[config.mk]
export PLATFORM = sky130hd
export DESIGN_NAME = eqc_config_regs
export DESIGN_NICKNAME = d
export VERILOG_FILES = /design/src/eqc_pkg.sv /design/src/eqc_cfg_byte.sv /design/src/eqc_config_regs.sv
export VERILOG_INCLUDE_DIRS = /design/src
export SDC_FILE = /design/constraint.sdc
export NUM_CORES = 1
export LEC_CHECK = 0
export ABC_AREA = 0
export BUFFER_PORTS_ARGS = -buffer_cell sky130_fd_sc_hd__buf_2
export CAP_MARGIN = 10
export CORE_MARGIN = 4
export CORE_UTILIZATION = 45
export CTS_CLUSTER_DIAMETER = 50
export CTS_CLUSTER_SIZE = 30
export DETAILED_ROUTE_END_ITERATION = 10
export GPL_TIMING_DRIVEN = 0
export PLACE_DENSITY = 0.7
export SLEW_MARGIN = 20
export SYNTH_ARGS = -nofsm -noshare
export SYNTH_HDL_FRONTEND = slang
export SYNTH_HIERARCHICAL = 1
export SYNTH_SLANG_ARGS = --single-unit
[constraint.sdc]
create_clock -name clk_sys_i -period 2.45 [get_ports clk_sys_i]
set_input_delay 0.49 -clock clk_sys_i [delete_from_list [all_inputs] [get_ports clk_sys_i]]
set_output_delay 0.49 -clock clk_sys_i [all_outputs]
set_load 0.03 [all_outputs]
[src/eqc_defines.svh]
// Offsets, field positions and reset values of the channel config bank
// Functional notes
// - Eight channel bytes at indexes 3..10, ordered A0..A3 then B0..B3.
// - Bits 7..4 of a channel byte are its equalizer code, bit 7 MSB.
// - Bits 3..2 of a channel byte are its flat-gain code, bit 3 upper.
// - Bit 0 selects output swing; bit 1 is stored but drives nothing.
// - All bits of bytes 3..11 read and write, and reset to zero.
// - Byte 11 bits 7..4 power down A3..A0 detectors, bits 3..0 B3..B0.
// - Flat-gain code 00/01/10/11 means -4/-2/0/+2 dB.
// - Swing select 0 means 900 mVpp, 1 means 1000 mVpp.
`ifndef EQC_DEFINES_SVH
`define EQC_DEFINES_SVH

// ==========================================================================
// Byte indexes
`define EQC_CHAN_FIRST_IDX 8'h03
`define EQC_CHAN_LAST_IDX  8'h0A
`define EQC_PD_IDX         8'h0B
`define EQC_IDX_MAX        8'hFF

// ==========================================================================
// Register offsets by name
`define EQC_CHAN_A0_CONFIG_IDX              8'h03
`define EQC_CHAN_A1_CONFIG_IDX              8'h04
`define EQC_CHAN_A2_CONFIG_IDX              8'h05
`define EQC_CHAN_A3_CONFIG_IDX              8'h06
`define EQC_CHAN_B0_CONFIG_IDX              8'h07
`define EQC_CHAN_B1_CONFIG_IDX              8'h08
`define EQC_CHAN_B2_CONFIG_IDX              8'h09
`define EQC_CHAN_B3_CONFIG_IDX              8'h0A
`define EQC_ACTIVITY_DETECTOR_POWERDOWN_IDX 8'h0B

// ==========================================================================
// Channel byte fields
`define EQC_EQ_MSB   7
`define EQC_EQ_LSB   4
`define EQC_FG_MSB   3
`define EQC_FG_LSB   2
`define EQC_RSVD_BIT 1
`define EQC_SW_BIT   0

// ==========================================================================
// Detector power-down byte layout and reset values
`define EQC_PD_GRP_A_LSB 4
`define EQC_CFG_RESET    8'h00
`define EQC_PD_RESET     8'h00
`define EQC_RD_UNMAPPED  8'h00

`endif

[src/eqc_pkg.sv]
// Types shared by the channel config bank
`default_nettype none

package eqc_pkg;

    // ======================================================================
    // Access state, one-hot
    typedef enum logic [1:0] {
        EQC_ACC_IDLE = 2'b01,
        EQC_ACC_OPEN = 2'b10
    } eqc_acc_state_t;

    // ======================================================================
    // Analog settings selected by the fields
    typedef enum logic [1:0] {
        EQC_FG_M4DB = 2'b00,
        EQC_FG_M2DB = 2'b01,
        EQC_FG_0DB  = 2'b10,
        EQC_FG_P2DB = 2'b11
    } eqc_flat_gain_t;

    typedef enum logic {
        EQC_SW_900MV  = 1'b0,
        EQC_SW_1000MV = 1'b1
    } eqc_swing_t;

endpackage : eqc_pkg

`default_nettype wire

[src/eqc_cfg_byte.sv]
// One channel configuration byte with its field outputs
`timescale 1ns/1ps
`default_nettype none
`include "eqc_defines.svh"

module eqc_cfg_byte
    import eqc_pkg::*;
(
    input  wire logic       clk_sys_i,
    input  wire logic       rst_i,
    input  wire logic       wr_en_i,
    input  wire logic [7:0] wr_data_i,
    output logic      [7:0] byte_o,
    output logic      [3:0] eq_code_o,
    output logic      [1:0] flat_gain_o,
    output logic            swing_o
);

    logic [7:0] byte_reg;
    logic [7:0] byte_next;

    // ======================================================================
    // Storage; bit 1 is kept only so that it reads back
    always_comb begin
        byte_next = byte_reg;
        if (wr_en_i) begin
            byte_next = wr_data_i;
        end
    end

    always_ff @(posedge clk_sys_i) begin
        if (rst_i) begin
            byte_reg <= `EQC_CFG_RESET;
        end else begin
            byte_reg <= byte_next;
        end
    end

    assign byte_o      = byte_reg;
    assign eq_code_o   = byte_reg[`EQC_EQ_MSB:`EQC_EQ_LSB];
    assign flat_gain_o = byte_reg[`EQC_FG_MSB:`EQC_FG_LSB];
    assign swing_o     = byte_reg[`EQC_SW_BIT];
endmodule : eqc_cfg_byte

`default_nettype wire

[src/eqc_config_regs.sv]
// Channel equalizer configuration bank with sequential byte access
`timescale 1ns/1ps
`default_nettype none
`include "eqc_defines.svh"

module eqc_config_regs
    import eqc_pkg::*;
#(
    parameter int NCH = 8
) (
    input  wire logic           clk_sys_i,
    input  wire logic           rst_i,
    input  wire logic           xfer_start_i,
    input  wire logic           xfer_stop_i,
    input  wire logic           wr_valid_i,
    input  wire logic [7:0]     wr_data_i,
    input  wire logic           rd_req_i,
    output logic      [7:0]     rd_data_o,
    output logic                rd_valid_o,
    output logic                xfer_open_o,
    output logic      [7:0]     byte_index_o,
    output logic      [NCH*4-1:0] eq_code_o,
    output logic      [NCH*2-1:0] flat_gain_o,
    output logic      [NCH-1:0] swing_o,
    output logic      [NCH-1:0] det_pd_o
);

    localparam int HALF = NCH / 2;

    eqc_acc_state_t state_reg;
    eqc_acc_state_t state_next;
    logic [7:0]     idx_reg;
    logic [7:0]     idx_next;
    logic [7:0]     pd_reg;
    logic [7:0]     pd_next;
    logic [7:0]     rd_data_reg;
    logic [7:0]     rd_data_next;
    logic           rd_valid_reg;
    logic           rd_valid_next;
    logic           wr_take;
    logic           rd_take;
    logic [7:0]     rd_byte;
    logic [2:0]     chan_sel;
    logic [7:0]     cfg_byte [NCH];
    logic [NCH-1:0] cfg_wr_en;

    // ======================================================================
    // Access qualification
    // A new start abandons whatever came with it; write beats read so a
    // byte is never both stored and fetched at one index.
    assign wr_take = (state_reg == EQC_ACC_OPEN) && wr_valid_i
                     && !xfer_start_i;
    assign rd_take = (state_reg == EQC_ACC_OPEN) && rd_req_i
                     && !wr_valid_i && !xfer_start_i;
    assign chan_sel = 3'(idx_reg - `EQC_CHAN_FIRST_IDX);

    // ======================================================================
    // Channel bytes
    genvar c;
    generate
        for (c = 0; c < NCH; c++) begin : g_chan
            assign cfg_wr_en[c] = wr_take
                && (idx_reg == 8'(`EQC_CHAN_FIRST_IDX + c));

            eqc_cfg_byte u_byte (
                .clk_sys_i   (clk_sys_i),
                .rst_i       (rst_i),
                .wr_en_i     (cfg_wr_en[c]),
                .wr_data_i   (wr_data_i),
                .byte_o      (cfg_byte[c]),
                .eq_code_o   (eq_code_o[c*4 +: 4]),
                .flat_gain_o (flat_gain_o[c*2 +: 2]),
                .swing_o     (swing_o[c])
            );

            // Group A sits in the upper nibble, group B in the lower
            if (c < HALF) begin : g_pd_a
                assign det_pd_o[c] = pd_reg[`EQC_PD_GRP_A_LSB + c];
            end else begin : g_pd_b
                assign det_pd_o[c] = pd_reg[c - HALF];
            end

        end
    endgenerate

    // ======================================================================
    // Read mux
    always_comb begin
        rd_byte = `EQC_RD_UNMAPPED;
        if (idx_reg == `EQC_PD_IDX) begin
            rd_byte = pd_reg;
        end else if (idx_reg >= `EQC_CHAN_FIRST_IDX
                     && idx_reg <= `EQC_CHAN_LAST_IDX) begin
            rd_byte = cfg_byte[chan_sel];
        end else begin
            rd_byte = `EQC_RD_UNMAPPED;
        end
    end

    // ======================================================================
    // Access sequencer
    // Index saturates instead of wrapping so a runaway burst cannot loop
    // back and overwrite the channel bytes.
    always_comb begin
        state_next    = state_reg;
        idx_next      = idx_reg;
        rd_data_next  = rd_data_reg;
        rd_valid_next = 1'b0;
        case (state_reg)
            EQC_ACC_IDLE: begin
                if (xfer_start_i) begin
                    state_next = EQC_ACC_OPEN;
                    idx_next   = 8'h00;
                end
            end
            EQC_ACC_OPEN: begin
                if (xfer_start_i) begin
                    idx_next = 8'h00;
                end else begin
                    if ((wr_take || rd_take) && idx_reg != `EQC_IDX_MAX) begin
                        idx_next = idx_reg + 8'h01;
                    end
                    if (rd_take) begin
                        rd_data_next  = rd_byte;
                        rd_valid_next = 1'b1;
                    end
                    // A byte taken with the stop still completes
                    if (xfer_stop_i) begin
                        state_next = EQC_ACC_IDLE;
                    end
                end
            end
            default: begin
                state_next = EQC_ACC_IDLE;
            end
        endcase
    end

    always_ff @(posedge clk_sys_i) begin
        if (rst_i) begin
            state_reg    <= EQC_ACC_IDLE;
            idx_reg      <= 8'h00;
            rd_data_reg  <= 8'h00;
            rd_valid_reg <= 1'b0;
        end else begin
            state_reg    <= state_next;
            idx_reg      <= idx_next;
            rd_data_reg  <= rd_data_next;
            rd_valid_reg <= rd_valid_next;
        end
    end

    // ======================================================================
    // Detector power-down byte
    always_comb begin
        pd_next = pd_reg;
        if (wr_take && idx_reg == `EQC_PD_IDX) begin
            pd_next = wr_data_i;
        end
    end

    always_ff @(posedge clk_sys_i) begin
        if (rst_i) begin
            pd_reg <= `EQC_PD_RESET;
        end else begin
            pd_reg <= pd_next;
        end
    end

    assign rd_data_o    = rd_data_reg;
    assign rd_valid_o   = rd_valid_reg;
    assign xfer_open_o  = state_reg[1];
    assign byte_index_o = idx_reg;
endmodule : eqc_config_regs

`default_nettype wire

==> results_dict.tcl, run 1 <==
set metrics [dict create \
    status "finished, final reports clean" \
    die_h_um 110 \
    whs_path_depth 2 \
    p_seq_share_pct 54.5 \
    synth_cell_types 44 \
    utilization_pct 55.2 \
    ant_nets 0 \
    critPathMaxFanout 10 \
    fp.coreArea_sq_um 10200 \
    ios 96 \
    htreeDepth 3 \
    worstSetupPathType "reg2reg" \
    tightest_slew_ps 718 \
    grt_pass1_vias 3520 \
    hold_violations 0 \
    dpl.hpwl_mm 8.96 \
    path_clk_slew_ps 90 \
    grt-ovfl-total 0 \
    placed_area_sq_um 5340 \
    async_reset_ff_share_pct 0 \
    power_frac_clock_pct 40.7 \
    synth_edf_count 0 \
    p_leak_nw 2.41 \
    drc 0 \
    max-slew-margin-rel_pct 51.9 \
    ys_warn_count 6 \
    swShare_pct 23.3 \
    p_sw_mw 0.635 \
    holdBufCountCts 0 \
    layout_common_cells "buf_2 (98), dfxtp_1 (90), nor2_1 (82)" \
    io_buffers 94 \
    rows 37 \
    maxSlewViolCount 0 \
    final_common_cell "buf_2" \
    die_x_um 110 \
    clock_path_buffers 2 \
    drt_iter0_drc 173 \
    drt-total-wl_mm 11.9 \
    dr.pass1.iters 4 \
    cts-root-buf "clkbuf_8" \
    ir_drop_v 0.000304 \
    arrival_ps 2680 \
    ys_ff_latch 91 \
    final.setup_skew_ps 12.9 \
    clk_latency_ps 350 \
    cts-buffers-inserted 9 \
    fin_crit_sh_pct 97.2 \
    grt_pass1_wl_mm 18.3 \
    ys_seq_area_share_pct 38.8 \
    ff2ff_setup_slack_ps 70 \
    ff2ff_path_depth 10 \
    syn_to_final_growth_pct 20.5 \
    crit_required_ps 2740 \
    internal_power_mw 2.09 \
    insertedDiodeCount 0 \
    setup_ws_ps 69.2 \
    start_util_pct 45.8 \
    dp_slack_ps -331 \
    dieArea_sq_um 12100 \
    synth_nets 490 \
    grt_max_degree 16 \
    gp_congestion 0.859 \
    final_area_sq_um 5650 \
    cap_violations 0 \
    dr_total_vias 3646 \
    powerDensity_nw_per_um2 482 \
    rsz0062_at_grt "false" \
    fin_crit_ps 2380 \
    antenna_found_initial 0 \
    ys.flop_type "dfxtp_1" \
    clock-sinks 91 \
    hp-class "in2reg" \
    synth.avg_cell_area_sq_um 9.98 \
    cp-start-kind "flop" \
    nFillCells 931 \
    finalSetupViolations 0 \
    largest_reg_flops 64 \
    gr-usage-all-layers_pct 19.7 \
    syn_area_sq_um 4690 \
    final_net_count 599 \
    cts_tree "built" \
    p_comb_share_pct 4.8 \
    crit_path_end_kind "flop" \
    via_per_inst 5.07 \
    fmax_mhz 420 \
    drt-wirelength-per-cell_um 16.6 \
    drive_above_1_share_pct 36.7 \
    synthesis.instances 470 \
]
-- cell type report --
type                            instances  area [sq um]  share of cell area, %
Tap cell                              136           170                   3.01
Multi-Input combinational cell        282          2240                   39.6
Clock inverter                          6          90.1                   1.59
Clock buffer                            9           124                   2.19
Buffer                                 89           668                   11.8
Inverter                                7          26.3                  0.465
Sequential cell                        91          1830                   32.3
Timing Repair Buffer                   99           508                   8.99
-- path summary, 6_finish.rpt --
check | end | startpoint
setup / recovery | rd_data_o[5]$_SDFFE_PP0P_ | byte_index_o[0]$_SDFFE_PP0P_
hold / removal | g_chan[2].u_byte/byte_o[3]$_SDFFE_PP0P_ | rst_i
setup reg to reg | rd_data_o[5]$_SDFFE_PP0P_ | byte_index_o[0]$_SDFFE_PP0P_
hold reg to reg | g_chan[2].u_byte/byte_o[1]$_SDFFE_PP0P_ | g_chan[2].u_byte/byte_o[1]$_SDFFE_PP0P_
-- worst max-delay path, cell delays in order, from the launching register on --
cell	delay, ps
dfxtp_4	380
buf_12	150
buf_12	120
inv_1	70
ha_1	290
buf_4	170
clkbuf_16	180
mux4_2	240
mux2i_1	80
a211oi_1	390
o221a_1	240
-- logic make-up (layout without fill, tap and decap cells) --
kind of cell             Yosys count  in the layout  synth area share [%]
adder cells (fa/ha/maj)            6              6                  1.60
AO/OA/AOI/OAI                     39             39                  6.86
buffers and inverters             97            210                  13.8
AND/OR/NAND/NOR                  140            140                  13.8
flip-flops                        91             91                  38.8
multiplexers                      96             96                  24.8
XOR/XNOR                           1              1                 0.347
-- cell usage after synthesis, types with 2 or more instances --
cell type   n  area [sq um]
nor2b_1     2          12.5
o2111ai_1   2          17.5
o221a_1     9           101
o211ai_1    3          22.5
buf_2       6          30.0
dfxtp_1    91          1820
buf_4      57           428
nand3_1     6          30.0
a211oi_1   11          82.6
buf_1      10          37.5
or4_1       4          30.0
mux2i_1    80           801
buf_6       8          90.1
clkbuf_1    9          33.8
nand2_1    23          86.3
and3b_1     2          17.5
nand4_1     8          50.1
nor3_1      2          10.0
a31oi_1     2          12.5
a21oi_1     4          20.0
inv_1       6          22.5
nor2_1     82           308
mux4_2     16           360
a211o_1     2          17.5
ha_1        6          75.1
-- power by group through the flow --
stage	registers (mW)	clock network, mW	logic (mW)
detailed placement	1.52	0	0.127
finish	1.49	1.11	0.130
global placement	1.52	0	0.123
CTS	1.49	1.12	0.128
global route	1.49	1.19	0.140
floorplan	1.53	0	0.0634
-- timing repair --
item / 4_1_cts / 5_1_grt
pin swaps: 0 / 0
cloned: 0 / 0
buffers inserted: 0 / 5
setup endpoints to repair: 8 / 9
gates resized for setup: 10 / 5
-- per-layer routing --
metal	track usage (%)	vias to the layer above	wire, um
met3	4.72	13	600
met4	5.10	0	167
met2	32.9	92	5710
met1	25.6	1726	5470
met5	0	-	0
li1	-	1815	-
-- per-stage QoR --
step	instances	power (mW)	TNS (ps)	hold slack [ps]
6_report	719	2.73	0	463
3_5_place_dp	700	1.65	-2420	477
2_1_floorplan	470	1.59	0	455
4_1_cts	715	2.74	0	457
5_1_grt	719	2.82	0	477
3_3_place_gp	700	1.64	-2050	470
Note: power is estimated with default switching activity, not from simulation.
==> inputs of run 2 (changes only) <==
--- a/config.mk
+++ b/config.mk
@@ -9,6 +9,7 @@
 export ABC_AREA = 0
 export BUFFER_PORTS_ARGS = -buffer_cell sky130_fd_sc_hd__buf_2
 export CAP_MARGIN = 10
+export CORE_ASPECT_RATIO = 1.5
 export CORE_MARGIN = 4
 export CORE_UTILIZATION = 45
 export CTS_CLUSTER_DIAMETER = 50
==> run 2 against run 1 <==
Sequential power about the same. Routed wire length increased by 0.97%. Highest routed layer unchanged. Count of clock-buffer cells in the layout increased by 1. Largest cell class unchanged. Clock power increased by 23%. Non-clock buffer count decreased by 2. Setup slack improved by 55 ps. Critical path type unchanged.
==> results_dict.tcl, run 2 (synthesis results as in run 1) <==
set metrics [dict create \
    ant_nets 0 \
    cap_violations 0 \
    grt_pass1_vias 3683 \
    ios 96 \
    maxSlewViolCount 0 \
    fmax_mhz 430 \
    slowest_delay_ps 420 \
    rows 45 \
    io_buffers 94 \
    clk_latency_ps 340 \
    final_common_cell "buf_2" \
    min_from "rst_i" \
    cp.buffers_inverters 2 \
    antenna_found_initial 0 \
    tightest_slew_ps 715 \
    holdBufCountCts 0 \
    hold_violations 0 \
    drt-total-wl_mm 12.1 \
    worstSetupPathType "reg2reg" \
    finalSetupViolations 0 \
    clock_path_buffers 2 \
    via_per_inst 5.31 \
    powerDensity_nw_per_um2 524 \
    largest_reg_flops 64 \
    r2r-start "byte_index_o[1]$_SDFFE_PP0P_" \
    insertedDiodeCount 0 \
    clock-sinks 91 \
    drc 0 \
    final.setup_skew_ps 9.06 \
    crit_path_end_kind "flop" \
    die_h_um 133 \
    fin_hold_ws_ps 475 \
    fp.coreArea_sq_um 10100 \
    gp_congestion 0.817 \
    htreeDepth 3 \
    dieArea_sq_um 12200 \
    drt-wirelength-per-cell_um 17.3 \
    cp-start-kind "flop" \
    fin_crit_ps 2330 \
    crit_required_ps 2660 \
    rsz0062_at_grt "false" \
    cts_tree "built" \
    fin_crit_sh_pct 94.9 \
    grt_max_degree 16 \
    setup_tns_ps 0 \
    status "finished, final reports clean" \
    critPathMaxFanout 10 \
    cts-root-buf "clkbuf_16" \
    path_cells "ha_1 > clkbuf_1 > nand2_1 > nor4_1 > buf_6 > mux2i_1 > nor2_1" \
    layout_common_cells "buf_2 (98), dfxtp_1 (90), nor2_1 (82)" \
    drt_iter0_drc 166 \
    ir_drop_v 0.000288 \
    start_util_pct 46.3 \
    grt-ovfl-total 0 \
    crit_family "buffers and inverters" \
    syn_to_final_growth_pct 21.2 \
    crit_slowest_cell "dfxtp_1" \
    startpoint "byte_index_o[1]$_SDFFE_PP0P_" \
    grt_pass1_wl_mm 19.3 \
    dr_total_vias 3710 \
    die_x_um 91.4 \
    dpl.hpwl_mm 9.22 \
    drive_above_1_share_pct 36.1 \
    path_clk_slew_ps 70 \
    hp-class "in2reg" \
    gr-usage-all-layers_pct 20.2 \
    cts-buffers-inserted 9 \
    dr.pass1.iters 4 \
    arrival_ps 2540 \
    max-slew-margin-rel_pct 52.3 \
    final_net_count 597 \
    p_leak_nw 2.43 \
]
-- run 2: metal layers --
layer / GRT usage (%) / wire length [um] / vias to the layer above
met5: 0 / 0 / -
met4: 10.9 / 443 / 0
met3: 2.56 / 584 / 20
met2: 35.5 / 6300 / 113
met1: 23.7 / 4730 / 1762
li1: - / - / 1815
-- run 2: path summary, 6_finish.rpt --
kind                                        endpoint  slack, ps  depth (start not counted)
min reg2reg  g_chan[4].u_byte/byte_o[1]$_SDFFE_PP0P_        500                          2
max          g_chan[0].u_byte/byte_o[4]$_SDFFE_PP0P_        120                          7
max reg2reg  g_chan[0].u_byte/byte_o[4]$_SDFFE_PP0P_        120                          7
min          g_chan[7].u_byte/byte_o[0]$_SDFFE_PP0P_        470                          2
-- run 2: per-stage QoR --
stage          worst slack [ps]  util, %  instances  cell area [sq um]  power, mW
6_report                    124     56.1        699               5690       2.98
5_1_grt                    27.6     56.1        699               5690       3.08
4_1_cts                    4.20     55.8        697               5650       3.00
3_5_place_dp               -382     52.5        681               5320       1.65
3_3_place_gp               -388     52.5        681               5320       1.64
2_1_floorplan              44.9        -        470               4700       1.59
-- run 2: power breakdown --
group	leakage, nW	internal, mW	switching, mW	total (mW)
logic	1.55	0.0362	0.0925	0.129
clock network	0.143	0.792	0.573	1.37
registers	0.734	1.48	0.00382	1.49
total	2.43	2.31	0.669	2.98
-- run 2: final cells by class --
type | instances | area [sq um]
Buffer | 90 | 674
Clock buffer | 10 | 229
Clock inverter | 6 | 65.1
Fill cell | 934 | 4450
Inverter | 7 | 26.3
Multi-Input combinational cell | 282 | 2230
Sequential cell | 91 | 1830
Tap cell | 117 | 146
Timing Repair Buffer | 96 | 485
-- run 2: what timing repair did --
action / in CTS / in global routing
setup endpoints to repair: 8 / 8
buffers inserted: 0 / 2
gates resized for setup: 9 / 5
endpoints found under the hold margin: 0 / 0
